--- src/bdh_regs.svh ---
// constants for the bus demand handling block
// assumes a 10 MHz mclk; included by bdh_pkg.sv and bdh_demand.sv
`ifndef BDH_REGS_SVH
`define BDH_REGS_SVH

// --------------------------------------------------------------
// message layout
// --------------------------------------------------------------
`define BDH_FIELD_W 8
`define BDH_CMD_MIN_BITS 5'h18
`define BDH_DEMAND_MAX 5'h18
`define BDH_DEMAND_MIN 5'h01
`define BDH_CNT_SAT 5'h1F
`define BDH_STA_FIRST 5'h00
`define BDH_KIND_FIRST 5'h08
`define BDH_KIND_END 5'h10

// --------------------------------------------------------------
// timing
// --------------------------------------------------------------
`define BDH_CLK_NS 100
`define BDH_GAP_NS 2000
`define BDH_GAP_CYC 6'((`BDH_GAP_NS + `BDH_CLK_NS - 1) / `BDH_CLK_NS)
`define BDH_DIU_DIV 3'h4

`endif

--- src/bdh_pkg.sv ---
// types shared by the demand handling block
// assumes bdh_regs.svh sits in the same folder
`include "bdh_regs.svh"

package bdh_pkg;

    typedef struct packed
    {
        logic isMaster;
        logic level2En;
        logic isActive;
        logic [4:0] demandNum;
    } bdh_cfg_t;

    typedef struct packed
    {
        logic rxData;
        logic rxStrobe;
        logic msgInProgress;
        logic replyIn;
        logic globalIn;
    } bdh_cpl_t;

    typedef struct packed
    {
        logic replyOut;
        logic replyOe;
        logic globalDemand;
    } bdh_line_t;

    typedef struct packed
    {
        logic demandPresent;
        logic rxData;
        logic rxStrobe;
        logic rxFaultFlag;
        logic rxSizeFlag;
    } bdh_diu_t;

    typedef struct packed
    {
        logic [`BDH_FIELD_W-1:0] stationSel;
        logic [`BDH_FIELD_W-1:0] msgKind;
    } bdh_hdr_t;

    typedef enum logic [1:0]
    {
        BDH_IDLE = 2'b00,
        BDH_DELIVER = 2'b01
    } bdh_state_t;

endpackage

--- src/bdh_demand.sv ---
// demand handling inside the communication interface unit
// assumes coupler inputs synchronous to mclk, strobe one cycle wide
`include "bdh_regs.svh"

module bdh_demand (
    input wire logic mclk,
    input wire logic rst_n,
    input bdh_pkg::bdh_cfg_t cfg,
    input bdh_pkg::bdh_cpl_t cpl,
    input wire logic demandPending,
    output bdh_pkg::bdh_line_t line,
    output bdh_pkg::bdh_diu_t diu,
    output bdh_pkg::bdh_hdr_t hdr
);
    import bdh_pkg::*;

    // ----------------------------------------------------------
    // reset release
    // ----------------------------------------------------------
    logic rstMeta_q;
    logic rstSync_q;

    always_ff @(posedge mclk or negedge rst_n)
    begin
        if (!rst_n)
        begin
            rstMeta_q <= 1'h0;
            rstSync_q <= 1'h0;
        end
        else
        begin
            rstMeta_q <= 1'h1;
            rstSync_q <= rstMeta_q;
        end
    end

    // ----------------------------------------------------------
    // role, caught once after release
    // ----------------------------------------------------------
    // a station may not change role while running: two masters
    // on one bus would fight over the command line
    logic roleSeen_q, roleSeen_d;
    logic isMaster_q, isMaster_d;

    always_comb
    begin
        roleSeen_d = 1'h1;
        isMaster_d = roleSeen_q ? isMaster_q : cfg.isMaster;
    end

    always_ff @(posedge mclk or negedge rstSync_q)
    begin
        if (!rstSync_q)
        begin
            roleSeen_q <= 1'h0;
            isMaster_q <= 1'h0;
        end
        else
        begin
            roleSeen_q <= roleSeen_d;
            isMaster_q <= isMaster_d;
        end
    end

    // ----------------------------------------------------------
    // bit time tracking
    // ----------------------------------------------------------
    logic msgPrev_q, msgPrev_d;
    logic [4:0] bitCnt_q, bitCnt_d;
    logic [5:0] gapCnt_q, gapCnt_d;
    logic msgStart, msgEnd, gapFault, shortMsg, inSlot;

    assign msgStart = cpl.msgInProgress & ~msgPrev_q;
    assign msgEnd = ~cpl.msgInProgress & msgPrev_q;
    assign shortMsg = msgEnd & (bitCnt_q < `BDH_CMD_MIN_BITS);
    assign inSlot = cpl.msgInProgress & (bitCnt_q < `BDH_DEMAND_MAX);
    // a stalled sender inside a frame counts as a broken message
    assign gapFault = cpl.msgInProgress & ~cpl.rxStrobe
        & (gapCnt_q == `BDH_GAP_CYC - 6'h1);

    always_comb
    begin
        msgPrev_d = cpl.msgInProgress;
        bitCnt_d = bitCnt_q;
        gapCnt_d = gapCnt_q;
        if (!cpl.msgInProgress)
        begin
            bitCnt_d = 5'h00;
        end
        else if (cpl.rxStrobe && bitCnt_q != `BDH_CNT_SAT)
        begin
            bitCnt_d = bitCnt_q + 5'h01;
        end
        if (!cpl.msgInProgress || cpl.rxStrobe)
        begin
            gapCnt_d = 6'h00;
        end
        else if (gapCnt_q != `BDH_GAP_CYC)
        begin
            gapCnt_d = gapCnt_q + 6'h01;
        end
    end

    always_ff @(posedge mclk or negedge rstSync_q)
    begin
        if (!rstSync_q)
        begin
            msgPrev_q <= 1'h0;
            bitCnt_q <= 5'h00;
            gapCnt_q <= 6'h00;
        end
        else
        begin
            msgPrev_q <= msgPrev_d;
            bitCnt_q <= bitCnt_d;
            gapCnt_q <= gapCnt_d;
        end
    end

    // ----------------------------------------------------------
    // slave end: reply line marking
    // ----------------------------------------------------------
    bdh_line_t line_q, line_d;
    logic numValid, slaveDemand, markNow;

    assign numValid = (cfg.demandNum >= `BDH_DEMAND_MIN)
        & (cfg.demandNum <= `BDH_DEMAND_MAX);
    // no demand until the role is known, else a master glitches once
    assign slaveDemand = roleSeen_q & ~isMaster_q & cfg.isActive
        & demandPending;
    assign markNow = slaveDemand & cfg.level2En & numValid & inSlot
        & (bitCnt_q == 5'(cfg.demandNum - 5'h01));

    always_comb
    begin
        line_d.replyOut = markNow;
        line_d.replyOe = markNow;
        // level one stays on whenever an active slave has a demand pending
        line_d.globalDemand = slaveDemand;
    end

    always_ff @(posedge mclk or negedge rstSync_q)
    begin
        if (!rstSync_q)
        begin
            line_q <= '0;
        end
        else
        begin
            line_q <= line_d;
        end
    end

    assign line = line_q;

    // ----------------------------------------------------------
    // master end: collection and delivery
    // ----------------------------------------------------------
    bdh_state_t st_q, st_d;
    logic [`BDH_DEMAND_MAX-1:0] word_q, word_d;
    logic [4:0] idx_q, idx_d;
    logic [2:0] div_q, div_d;
    logic globalSeen_q, globalSeen_d;
    bdh_diu_t diu_q, diu_d;
    bdh_hdr_t hdr_q, hdr_d;
    logic tick, takeBit, crossErr, deliverDone;

    assign tick = (div_q == `BDH_DIU_DIV - 3'h1);
    assign takeBit = isMaster_q & cpl.rxStrobe & inSlot;
    assign deliverDone = (st_q == BDH_DELIVER) & tick
        & (idx_q == `BDH_DEMAND_MAX - 5'h01);
    // a demand bit without the global line, or the reverse, is an error
    assign crossErr = msgEnd & isMaster_q & cfg.level2En
        & ((word_q != '0) != globalSeen_q);

    always_comb
    begin
        st_d = st_q;
        word_d = word_q;
        idx_d = idx_q;
        div_d = tick ? 3'h0 : div_q + 3'h1;
        globalSeen_d = globalSeen_q;
        hdr_d = hdr_q;
        diu_d = diu_q;
        diu_d.rxStrobe = 1'h0;
        if (msgStart)
        begin
            word_d = '0;
            globalSeen_d = 1'h0;
        end
        if (cpl.msgInProgress && cpl.globalIn)
        begin
            globalSeen_d = 1'h1;
        end
        if (takeBit)
        begin
            word_d[bitCnt_q] = cpl.replyIn;
            if (bitCnt_q < `BDH_KIND_FIRST)
            begin
                hdr_d.stationSel[3'(`BDH_KIND_FIRST - 5'h01 - bitCnt_q)]
                    = cpl.rxData;
            end
            else if (bitCnt_q < `BDH_KIND_END)
            begin
                hdr_d.msgKind[3'(`BDH_KIND_END - 5'h01 - bitCnt_q)]
                    = cpl.rxData;
            end
        end
        // set wins over clear on the service flag
        if (isMaster_q && cpl.globalIn)
        begin
            diu_d.demandPresent = 1'h1;
        end
        else if (cfg.level2En ? deliverDone : 1'h1)
        begin
            diu_d.demandPresent = 1'h0;
        end
        if (gapFault || crossErr)
        begin
            diu_d.rxFaultFlag = 1'h1;
        end
        else if (msgStart)
        begin
            diu_d.rxFaultFlag = 1'h0;
        end
        if (shortMsg)
        begin
            diu_d.rxSizeFlag = 1'h1;
        end
        else if (msgStart)
        begin
            diu_d.rxSizeFlag = 1'h0;
        end
        case (st_q)
            BDH_IDLE:
            begin
                // the returned command goes on to the device side
                diu_d.rxData = cpl.rxData;
                diu_d.rxStrobe = isMaster_q & cpl.rxStrobe
                    & cpl.msgInProgress;
                if (msgEnd && isMaster_q && cfg.level2En
                    && diu_q.demandPresent && !shortMsg)
                begin
                    st_d = BDH_DELIVER;
                    idx_d = 5'h00;
                end
            end
            BDH_DELIVER:
            begin
                if (tick)
                begin
                    diu_d.rxData = word_q[idx_q];
                    diu_d.rxStrobe = 1'h1;
                    idx_d = idx_q + 5'h01;
                    if (deliverDone)
                    begin
                        st_d = BDH_IDLE;
                    end
                end
            end
            default:
            begin
                st_d = BDH_IDLE;
            end
        endcase
    end

    always_ff @(posedge mclk or negedge rstSync_q)
    begin
        if (!rstSync_q)
        begin
            st_q <= BDH_IDLE;
            word_q <= '0;
            idx_q <= 5'h00;
            div_q <= 3'h0;
            globalSeen_q <= 1'h0;
            diu_q <= '0;
            hdr_q <= '0;
        end
        else
        begin
            st_q <= st_d;
            word_q <= word_d;
            idx_q <= idx_d;
            div_q <= div_d;
            globalSeen_q <= globalSeen_d;
            diu_q <= diu_d;
            hdr_q <= hdr_d;
        end
    end

    assign diu = diu_q;
    assign hdr = hdr_q;

    // ----------------------------------------------------------
    // checks
    // ----------------------------------------------------------
    localparam int DELIVER_MAX = 100;
endmodule

--- config.mk ---
export PLATFORM = sky130hd
export DESIGN_NAME = bdh_demand
export DESIGN_NICKNAME = d
export VERILOG_FILES = /design/src/bdh_pkg.sv /design/src/bdh_demand.sv
export VERILOG_INCLUDE_DIRS = /design/src
export SDC_FILE = /design/constraint.sdc
export NUM_CORES = 1
export LEC_CHECK = 0
export ABC_AREA = 1
export BUFFER_PORTS_ARGS = -buffer_cell sky130_fd_sc_hd__clkbuf_2
export CAP_MARGIN = 20
export CORE_MARGIN = 3
export CORE_UTILIZATION = 63
export DETAILED_ROUTE_END_ITERATION = 7
export PLACE_DENSITY = 0.83
export SLEW_MARGIN = 20
export SYNTH_ARGS = -nofsm -noshare
export SYNTH_HDL_FRONTEND = slang
export SYNTH_SLANG_ARGS = --single-unit
--- constraint.sdc ---
create_clock -name mclk -period 3.25 [get_ports mclk]
set_input_delay 0.65 -clock mclk [delete_from_list [all_inputs] [get_ports mclk]]
set_output_delay 0.65 -clock mclk [all_outputs]
set_load 0.1 [all_outputs]
==> metrics, run 1 <==
ranking of synthesized cells by area=dfrtp_1 49%, nand2_1 9.0%, nand3_1 7.7%, o21ai_0 5.5%, inv_1 5.3%; post-layout min period=about 1.9 ns; Seq pwr share=0.439; Worst-Margin Slew=0.808 ns; routability cong.=0.922; Fillers=a little over 400; Fin. Hold Viols=0; Final Setup Violations=0; FF+latch area=about 0.0018 mm^2; most frequent cells in the layout=89 x nand2_1, 72 x dfrtp_1, 57 x nand3_1; nets=530; routed vias=about 3400; Slew Viols, Final=0; antenna violations before repair=0; CTS H-tree lvls=3; Clock Skew=around 0.0062 ns; Critical Path Max Stage Delay=approximately 0.52 ns; CP endpoint kind=flop; final wirelength=between 8000 and 9000 um; area share of the largest cell type after synthesis=0.490; die extent in y=~83 um; achievable clock frequency=about 530 MHz; antenna cells=0; Setup TNS=0 ns; worst rel slew slack=0.461; Sw Pwr=between 0.6 and 0.7 mW; post-CTS setup buffers=0; fraction of the mapped netlist area in compound gates=0.113; port bufs=39; DRT iter0 DRCs=approximately 350; DRC=0; worst vdd ir=0.470 mV; sequential fraction of the synthesis area=0.490; wire per inst=roughly 15 um; simple-gate share of the synthesized area=0.259; Synth Instances=approximately 460; reg2reg path depth=9; Crit Reg-Reg Startpoint=bitCnt_q[0]; CTS tree=yes; clock root buffer=clkbuf_8; pre-CTS setup slack=1.25 ns; Max-cap violations=0; Critical Path AT=~2.2 ns; number of CTS-inserted buffers=9; terminus of the critical flop-to-flop path=bitCnt_q[4]; first-pass GRT wire length=around 15000 um; WP data required=approximately 3.5 ns; Final Total Pwr=approximately 2.2 mW; clock group share of total power=0.418; Cell Area, Placed=between 0.003 and 0.004 mm^2; Yosys cell types=27; PwrDens=around 530 mW/mm^2; Vias/cell=slightly below 6; critical path class=flop to flop; Initial Utilization=0.665; fin crit share=0.584; leading area contributor after synthesis=dfrtp_1; Sw Ratio=0.285; post-synthesis xor/xnor area fraction=0.0211; Die Wd=82.9 um; Mapped Area=between 0.003 and 0.004 mm^2; buffer and inverter count on the worst path=1; post-synthesis adder-cell area fraction=0.0403; syn_area_per_cell=approximately 8.0 um^2; Worst-path clk slew=approximately 0.070 ns; GRT overflow=0; # clock sinks=73; Hold Path Class=primary input to asynchronous set/reset pin; ys flop type=dfrtp_1; Pleak=2.05 nW; Max Fanout on Critical Path=10; Syn-to-layout area delta=13.2%; Seq cells post-synth=between 70 and 80; mux cell area share after synthesis=0; hold_buf cts=0; clock buffer depth=2; vias in the first global route=between 3000 and 4000; Resize count post-CTS=0; main combinational cell family by area after synthesis=simple AND/OR/NAND/NOR gates; r2r setup slk=1.35 ns; Ys Warns=0; Crit path max-delay family=simple AND/OR/NAND/NOR gates; internal cell power=between 1.5 and 2 mW; DP Wirelength=~6300 um; Design Area, Final=around 0.0042 mm^2; combinational share of power=0.143; largest net degree at the start of global routing=40; DRT Pass-1 Iters=5; GRT Overall Usage=0.267; Die ar.=0.00688 mm^2; setup repair after global routing missed its margin=no; Post-DRT Antenna Nets=0; slowest CP cell=dfrtp_1; I/O pin total=40; multi-input logic area=~0.0016 mm^2; cell row count=27; Core Region=0.00561 mm^2; commonest non-fill, non-tap cell in the layout=nand2_1; final worst setup slack=1.35 ns; Clock Latency Late Sink=~0.35 ns; share of post-route cells with drive strength above 1=0.124; fraction of registers with async set/reset=1.00; outcome=complete, no violations; Post-synth EDFFs=0; CP cell instances=ha_1 > nand2_1 > nor2_1 > ha_1 > nor2_1 > inv_1 > nor2_1 > nand2_1 > o21ai_0; most used cell, CP=nor2_1; crit start category=flop
==> logic make-up (layout without fill, tap and decap cells) <==
group | count (synthesis) | count (layout)
other cells | 1 | 2
flops | 73 | 73
fa+ha+maj | 12 | 12
buf+inv | 71 | 113
simple gates | 218 | 218
compound gates | 80 | 80
xor+xnor | 9 | 9
==> worst register-to-register path, stage by stage (launching register included) <==
cell and delay (ns):
dfrtp_1 0.52, ha_1 0.30, nand2_1 0.10, nor2_1 0.05
ha_1 0.17, nor2_1 0.19, inv_1 0.10, nor2_1 0.21
nand2_1 0.09, o21ai_0 0.08
==> registers in the layout, summed over array words and instances (netlist names), 2 cells and up <==
name,count
line,2
gapCnt_q,6
bitCnt_q,5
word_q,24
hdr,16
idx_q,5
div_q,3
diu,5
==> worst max-delay path by stage <==
stage	start	to	slack [ns]	cells past startpoint
after floorplan	rstSync_q	bitCnt_q[0]	1.07	0
after global placement	cpl[2]	hdr[1]	1.33	7
after detailed placement	cpl[2]	hdr[2]	1.25	7
after CTS	bitCnt_q[0]	bitCnt_q[4]	1.36	9
after global routing	bitCnt_q[0]	bitCnt_q[4]	1.18	9
final	bitCnt_q[0]	bitCnt_q[4]	1.35	9
==> power groups by stage <==
| stage | registers [mW] | logic [mW] | clock network (mW) |
|---|---|---|---|
| 3_5_place_dp | 0.992 | 0.316 | 0 |
| 2_1_floorplan | 1.15 | 0.0911 | 0 |
| 3_3_place_gp | 0.990 | 0.311 | 0 |
| 6_report | 0.974 | 0.317 | 0.926 |
| 4_1_cts | 0.975 | 0.317 | 0.929 |
| 5_1_grt | 0.980 | 0.340 | 0.970 |
==> cell usage after synthesis (2+ instances only) <==
| library cell | count |
|---|---|
| nand2_1 | 89 |
| dfrtp_1 | 73 |
| nand3_1 | 57 |
| inv_1 | 53 |
| o21ai_0 | 41 |
| nor2_1 | 40 |
| a21oi_1 | 20 |
| a31oi_1 | 12 |
| ha_1 | 12 |
| nand4_1 | 12 |
| nor3_1 | 11 |
| buf_2 | 9 |
| xor2_1 | 6 |
| clkbuf_1 | 5 |
| o21ai_1 | 4 |
| inv_2 | 3 |
| nor4_1 | 3 |
| xnor2_1 | 3 |
| nor2_2 | 2 |
| o211ai_1 | 2 |
==> area by class of cell <==
class                      count  area share
tap                           72      0.0213
timing repair buffer          41      0.0498
clock buffer                  11      0.0311
multi-input combinational    321       0.385
sequential                    73       0.433
inverter                      56      0.0498
clock inverter                 5      0.0302
==> routing by layer <==
layer,routed length [um],GRT usage,part of all wire
met5,0,0,0
met4,210,0.126,0.024
met3,558,0.0387,0.064
met2,4260,0.443,0.49
met1,3710,0.345,0.42
==> metrics by stage <==
| stage | instances | utilization | hold slack [ns] |
|---|---|---|---|
| detailed placement | 563 | 0.706 | 0.337 |
| global route | 579 | 0.753 | 0.0642 |
| global placement | 563 | 0.706 | 0.335 |
| finish | 579 | 0.753 | 0.0733 |
| CTS | 579 | 0.753 | 0.0619 |
| floorplan | 465 | - | 0.331 |
No activity file was read; power rests on OpenSTA's default activity.
==> run 2, diff against run 1 <==
Settings changed: CORE_UTILIZATION 63 to 53, PLACE_DENSITY 0.83 to 0.74.
Clock period 3.25 ns to 1.72 ns, I/O delays scaled along.
==> metrics, run 2 (synthesis gave the netlist of run 1 again) <==
outcome=complete, no violations; buffer and inverter count on the worst path=1; GRT met1 Usage=0.282; largest net degree at the start of global routing=between 70 and 80; slowest CP cell=clkbuf_2; Die ar.=0.00807 mm^2; terminus of the critical flop-to-flop path=word_q[14]; DRT Pass-1 Iters=4; CP cell instances=clkbuf_2; Fin. Hold Viols=0; I/O pin total=40; final wirelength=around 8300 um; M2 GR Usage=0.346; DRC=0; Pleak=approximately 2.1 nW; PwrDens=approximately 860 mW/mm^2; worst vdd ir=approximately 0.79 mV; fin cells=619; achievable clock frequency=between 600 and 700 MHz; clock buffer depth=2; CTS tree=yes; internal cell power=around 2.5 mW; die extent in y=89.9 um; wire per inst=approximately 13 um; Sw Ratio=0.339; clock group share of total power=0.338; nets=549; Hold Path Class=primary input to flop; combinational share of power=0.175; commonest non-fill, non-tap cell in the layout=nand2_1; routability cong.=~0.86; DP Wirelength=about 6000 um; Clock Latency Late Sink=0.36 ns; CP endpoint kind=primary output; fin crit share=0.898; Setup TNS=0 ns; Placed Instances=approximately 600; post-layout min period=approximately 1.5 ns; DRT iter0 DRCs=approximately 260; share of post-route cells with drive strength above 1=0.163; crit start category=flop; WHS=between 0.15 and 0.2 ns; Most flops, register=word_q; Initial Utilization=0.568; r2r setup slk=~0.18 ns; most frequent cells in the layout=89 x nand2_1, 71 x dfrtp_1, 57 x nand3_1; Slew Viols, Final=0; Crit path max-delay family=buffers and inverters; Final Core Density=0.660; reg2reg path depth=7; Core Region=between 0.006 and 0.007 mm^2; first-pass GRT wire length=14200 um; Seq pwr share=0.487; clock root buffer=clkbuf_8; cell row count=29; CP Depth=1; Critical Path AT=about 1.2 ns; WP data required=roughly 1.4 ns; critical path class=flop to primary output; vias in the first global route=3144; Max Fanout on Critical Path=3; Die Wd=around 90 um; Final Setup Violations=0; Post-DRT Antenna Nets=0; Sw Pwr=roughly 1.3 mW; met3 Use GR=0.0384; Vias/cell=5.35; Clock Skew=about 0.012 ns; Critical Path End=diu[4]; antenna violations before repair=0; Max-cap violations=0; Worst-path clk slew=about 0.090 ns; port bufs=39; number of CTS-inserted buffers=9; GRT overflow=0; Crit Reg-Reg Startpoint=bitCnt_q[3]; GRT Overall Usage=0.212; worst rel slew slack=0.637; Syn-to-layout area delta=16.3%; Critical Path Max Stage Delay=roughly 0.46 ns; # clock sinks=73; crit path from=diu[4]; number of flip-flops in the largest register=24; Final Total Pwr=about 3.7 mW; antenna cells=0; setup repair after global routing missed its margin=no; routed vias=3310; GR peak layer=met2; CTS H-tree lvls=3; Worst-Margin Slew=0.546 ns
==> run 2: changes by cell type in the layout (fill, tap and decap cells not counted) <==
| cell | previous run | this run |
|---|---|---|
| nor2_1 | 40 | 38 |
| clkinv_4 | 0 | 2 |
| dlygate4sd3_1 | 0 | 1 |
| clkbuf_1 | 2 | 0 |
| buf_12 | 0 | 1 |
| inv_6 | 0 | 4 |
| nor2_2 | 2 | 4 |
| dfrtp_1 | 72 | 71 |
| dfrtp_2 | 1 | 2 |
| buf_4 | 2 | 19 |
| bufinv_16 | 4 | 0 |
==> run 2: worst min-delay path by stage <==
stage,startpoint,slack (ns),depth (start not counted),end
6_report,cfg[7],0.19,3,isMaster_q
5_1_grt,cpl[2],0.20,1,msgPrev_q
4_1_cts,cfg[7],0.19,3,isMaster_q
3_5_place_dp,rst_n,0.13,1,rstMeta_q
3_3_place_gp,rst_n,0.13,1,rstMeta_q
2_1_floorplan,rst_n,0.05,0,rstMeta_q
==> run 2: per-layer routing <==
metal | routed length (um) | share of wire
met1 | 3800 | 0.46
met2 | 4060 | 0.49
met3 | 358 | 0.043
met4 | 97 | 0.012
met5 | 0 | 0
==> run 2: layout make-up <==
cell class | instances | area (um^2)
tap | 93 | 116
clock buffer | 9 | 124
multi-input combinational | 321 | 1630
inverter | 56 | 210
fill | 548 | 2230
timing repair buffer | 60 | 368
sequential | 73 | 1830
clock inverter | 7 | 60.1
==> run 2: power by group through the flow <==
| stage | Clock (mW) | Combinational (mW) | Sequential, mW |
|---|---|---|---|
| 5_1_grt | 1.36 | 0.695 | 1.82 |
| 4_1_cts | 1.28 | 0.649 | 1.81 |
| 2_1_floorplan | 0 | 0.172 | 2.17 |
| 3_5_place_dp | 0 | 0.646 | 1.85 |
| 6_report | 1.26 | 0.650 | 1.81 |
| 3_3_place_gp | 0 | 0.639 | 1.85 |
==> run 2: timing repair <==
action                                 CTS  global route
resized for setup                        0             3
endpoints found under the hold margin    2             0
hold buffers                             1             0
buffers inserted                         0             1
setup endpoints to repair                0             5
==> run 2: stage by stage <==
stage	worst slack, ns	instance area, um^2
6_report	0.176	4340
5_1_grt	0.0219	4340
4_1_cts	0.0316	4320
3_5_place_dp	0.0548	4130
3_3_place_gp	0.151	4130
2_1_floorplan	0.0520	3730
==> run 3, diff against run 2 <==
Settings changed: CORE_MARGIN 3 to default, CORE_UTILIZATION 53 to 63, PLACE_DENSITY 0.74 to 0.86.
Clock period 1.72 ns to 1.9 ns, I/O delays scaled along.
==> metrics, run 3 (synthesis gave the netlist of run 1 again) <==
outcome=complete, no violations; PwrDens=816 mW/mm^2; clock root buffer=clkbuf_8; Die ar.=0.00623 mm^2; setup repair after global routing missed its margin=no; WP data required=about 2.2 ns; Die Wd=78.9 um; Worst-Margin Slew=between 0.5 and 0.6 ns; Fillers=~430; Placed Instances=570; Hold Path Class=flop to asynchronous set/reset pin; terminus of the critical flop-to-flop path=bitCnt_q[1]; GRT Overall Usage=0.298; DRC=0; wire per inst=between 10 and 15 um; achievable clock frequency=about 580 MHz; met2 WL=4220 um; Core Region=about 0.0056 mm^2; # clock sinks=between 70 and 80; reg2reg path depth=9; fin cells=slightly below 600; final wirelength=~8600 um; Syn-to-layout area delta=13.9%; vias in the first global route=roughly 3200; first-pass GRT wire length=~14000 um; I/O pin total=40; number of flip-flops in the largest register=24; crit start category=flop; r2r setup slk=roughly 0.18 ns; Post-DRT Antenna Nets=0; post-layout min period=1.72 ns; most frequent cells in the layout=89 x nand2_1, 71 x dfrtp_1, 57 x nand3_1; nets=538; WL met3=468 um; Top Metal Used=met4; Final Setup Violations=0; clock buffer depth=2; Clock Skew=between 0.01 and 0.015 ns; Most flops, register=word_q; number of CTS-inserted buffers=9; DRT iter0 DRCs=316; antenna cells=0; Slew Viols, Final=0; Worst-path clk slew=about 0.08 ns; antenna violations before repair=0; cell row count=27; CP endpoint kind=flop; routability cong.=0.821; worst vdd ir=between 0.7 and 0.8 mV; Setup TNS=0 ns; Clock Latency Late Sink=roughly 0.36 ns; share of post-route cells with drive strength above 1=0.144; die extent in y=78.9 um; largest net degree at the start of global routing=57; Fin. Hold Viols=0; Vias/cell=5.82; CTS H-tree lvls=3; Pleak=2.07 nW; CTS tree=yes; multi-input logic area=0.00163 mm^2; critical path class=flop to flop; DP Wirelength=roughly 6000 um; Max-cap violations=0; met1 wire length=around 3700 um; GRT overflow=0; port bufs=39; commonest non-fill, non-tap cell in the layout=nand2_1; FF+latch area=0.00183 mm^2; fin crit share=0.907; DRT Pass-1 Iters=5; Max Fanout on Critical Path=7; Critical Path AT=1.99 ns; routed vias=approximately 3400; post-CTS setup buffers=0; Initial Utilization=0.665; worst rel slew slack=0.603; Crit Reg-Reg Startpoint=bitCnt_q[0]
-- run 3: through the flow --
| stage | setup WS, ns | hold WS (ns) | total power, mW | utilization | instance area, um^2 |
|---|---|---|---|---|---|
| finish | 0.177 | 0.187 | 3.46 | 0.757 | 4250 |
| floorplan | 0.196 | 0.0844 | 2.12 | - | 3730 |
| CTS | 0.128 | 0.199 | 3.47 | 0.756 | 4240 |
| global route | 0.0449 | 0.222 | 3.57 | 0.757 | 4250 |
| detailed placement | 0.175 | 0.169 | 2.24 | 0.718 | 4030 |
| global placement | 0.268 | 0.167 | 2.23 | 0.718 | 4030 |
-- run 3: per-layer routing --
layer | vias to the layer above | track usage
li1 | 1631 | -
met1 | 1617 | 0.379
met2 | 145 | 0.492
met3 | 22 | 0.0437
met4 | 0 | 0.167
met5 | - | 0
-- run 3: worst max path at each step --
| stage | startpoint | end | slack (ns) | depth (start not counted) |
|---|---|---|---|---|
| 6_report | bitCnt_q[0] | bitCnt_q[1] | 0.18 | 9 |
| 5_1_grt | bitCnt_q[0] | bitCnt_q[1] | 0.04 | 9 |
| 4_1_cts | bitCnt_q[1] | bitCnt_q[1] | 0.13 | 9 |
| 3_5_place_dp | bitCnt_q[1] | bitCnt_q[1] | 0.18 | 9 |
| 3_3_place_gp | bitCnt_q[1] | bitCnt_q[4] | 0.27 | 9 |
| 2_1_floorplan | line[1] | line[2] | 0.20 | 1 |
-- run 3: worst max-delay path, stage by stage (launching register included) --
cell and delay [ns]:
dfrtp_1 0.46, ha_1 0.26, nand2_1 0.10, nor2_1 0.06
ha_1 0.18, nor2_1 0.18, inv_1 0.10, nor2_2 0.14
nand2_1 0.07, o21ai_0 0.07
-- run 3: final cells by class --
cell class / count / area share
flip-flops and latches: 73 / 0.431
clock inverters: 6 / 0.0159
well taps: 72 / 0.0212
repair buffers: 49 / 0.0672
multi-input cells: 321 / 0.383
clock buffers: 10 / 0.0324
inverters: 56 / 0.0495
-- run 3: power by group --
part	internal [mW]	switching (mW)	leakage, nW
clock network	0.644	0.605	0.0985
registers	1.61	0.0480	0.974
logic	0.106	0.454	0.994
-- run 3: what timing repair did --
action / in CTS / in global routing
gates resized for setup: 0 / 2
endpoints found under the setup margin: 0 / 1
hold endpoints to repair: 2 / 0
hold buffers: 1 / 0
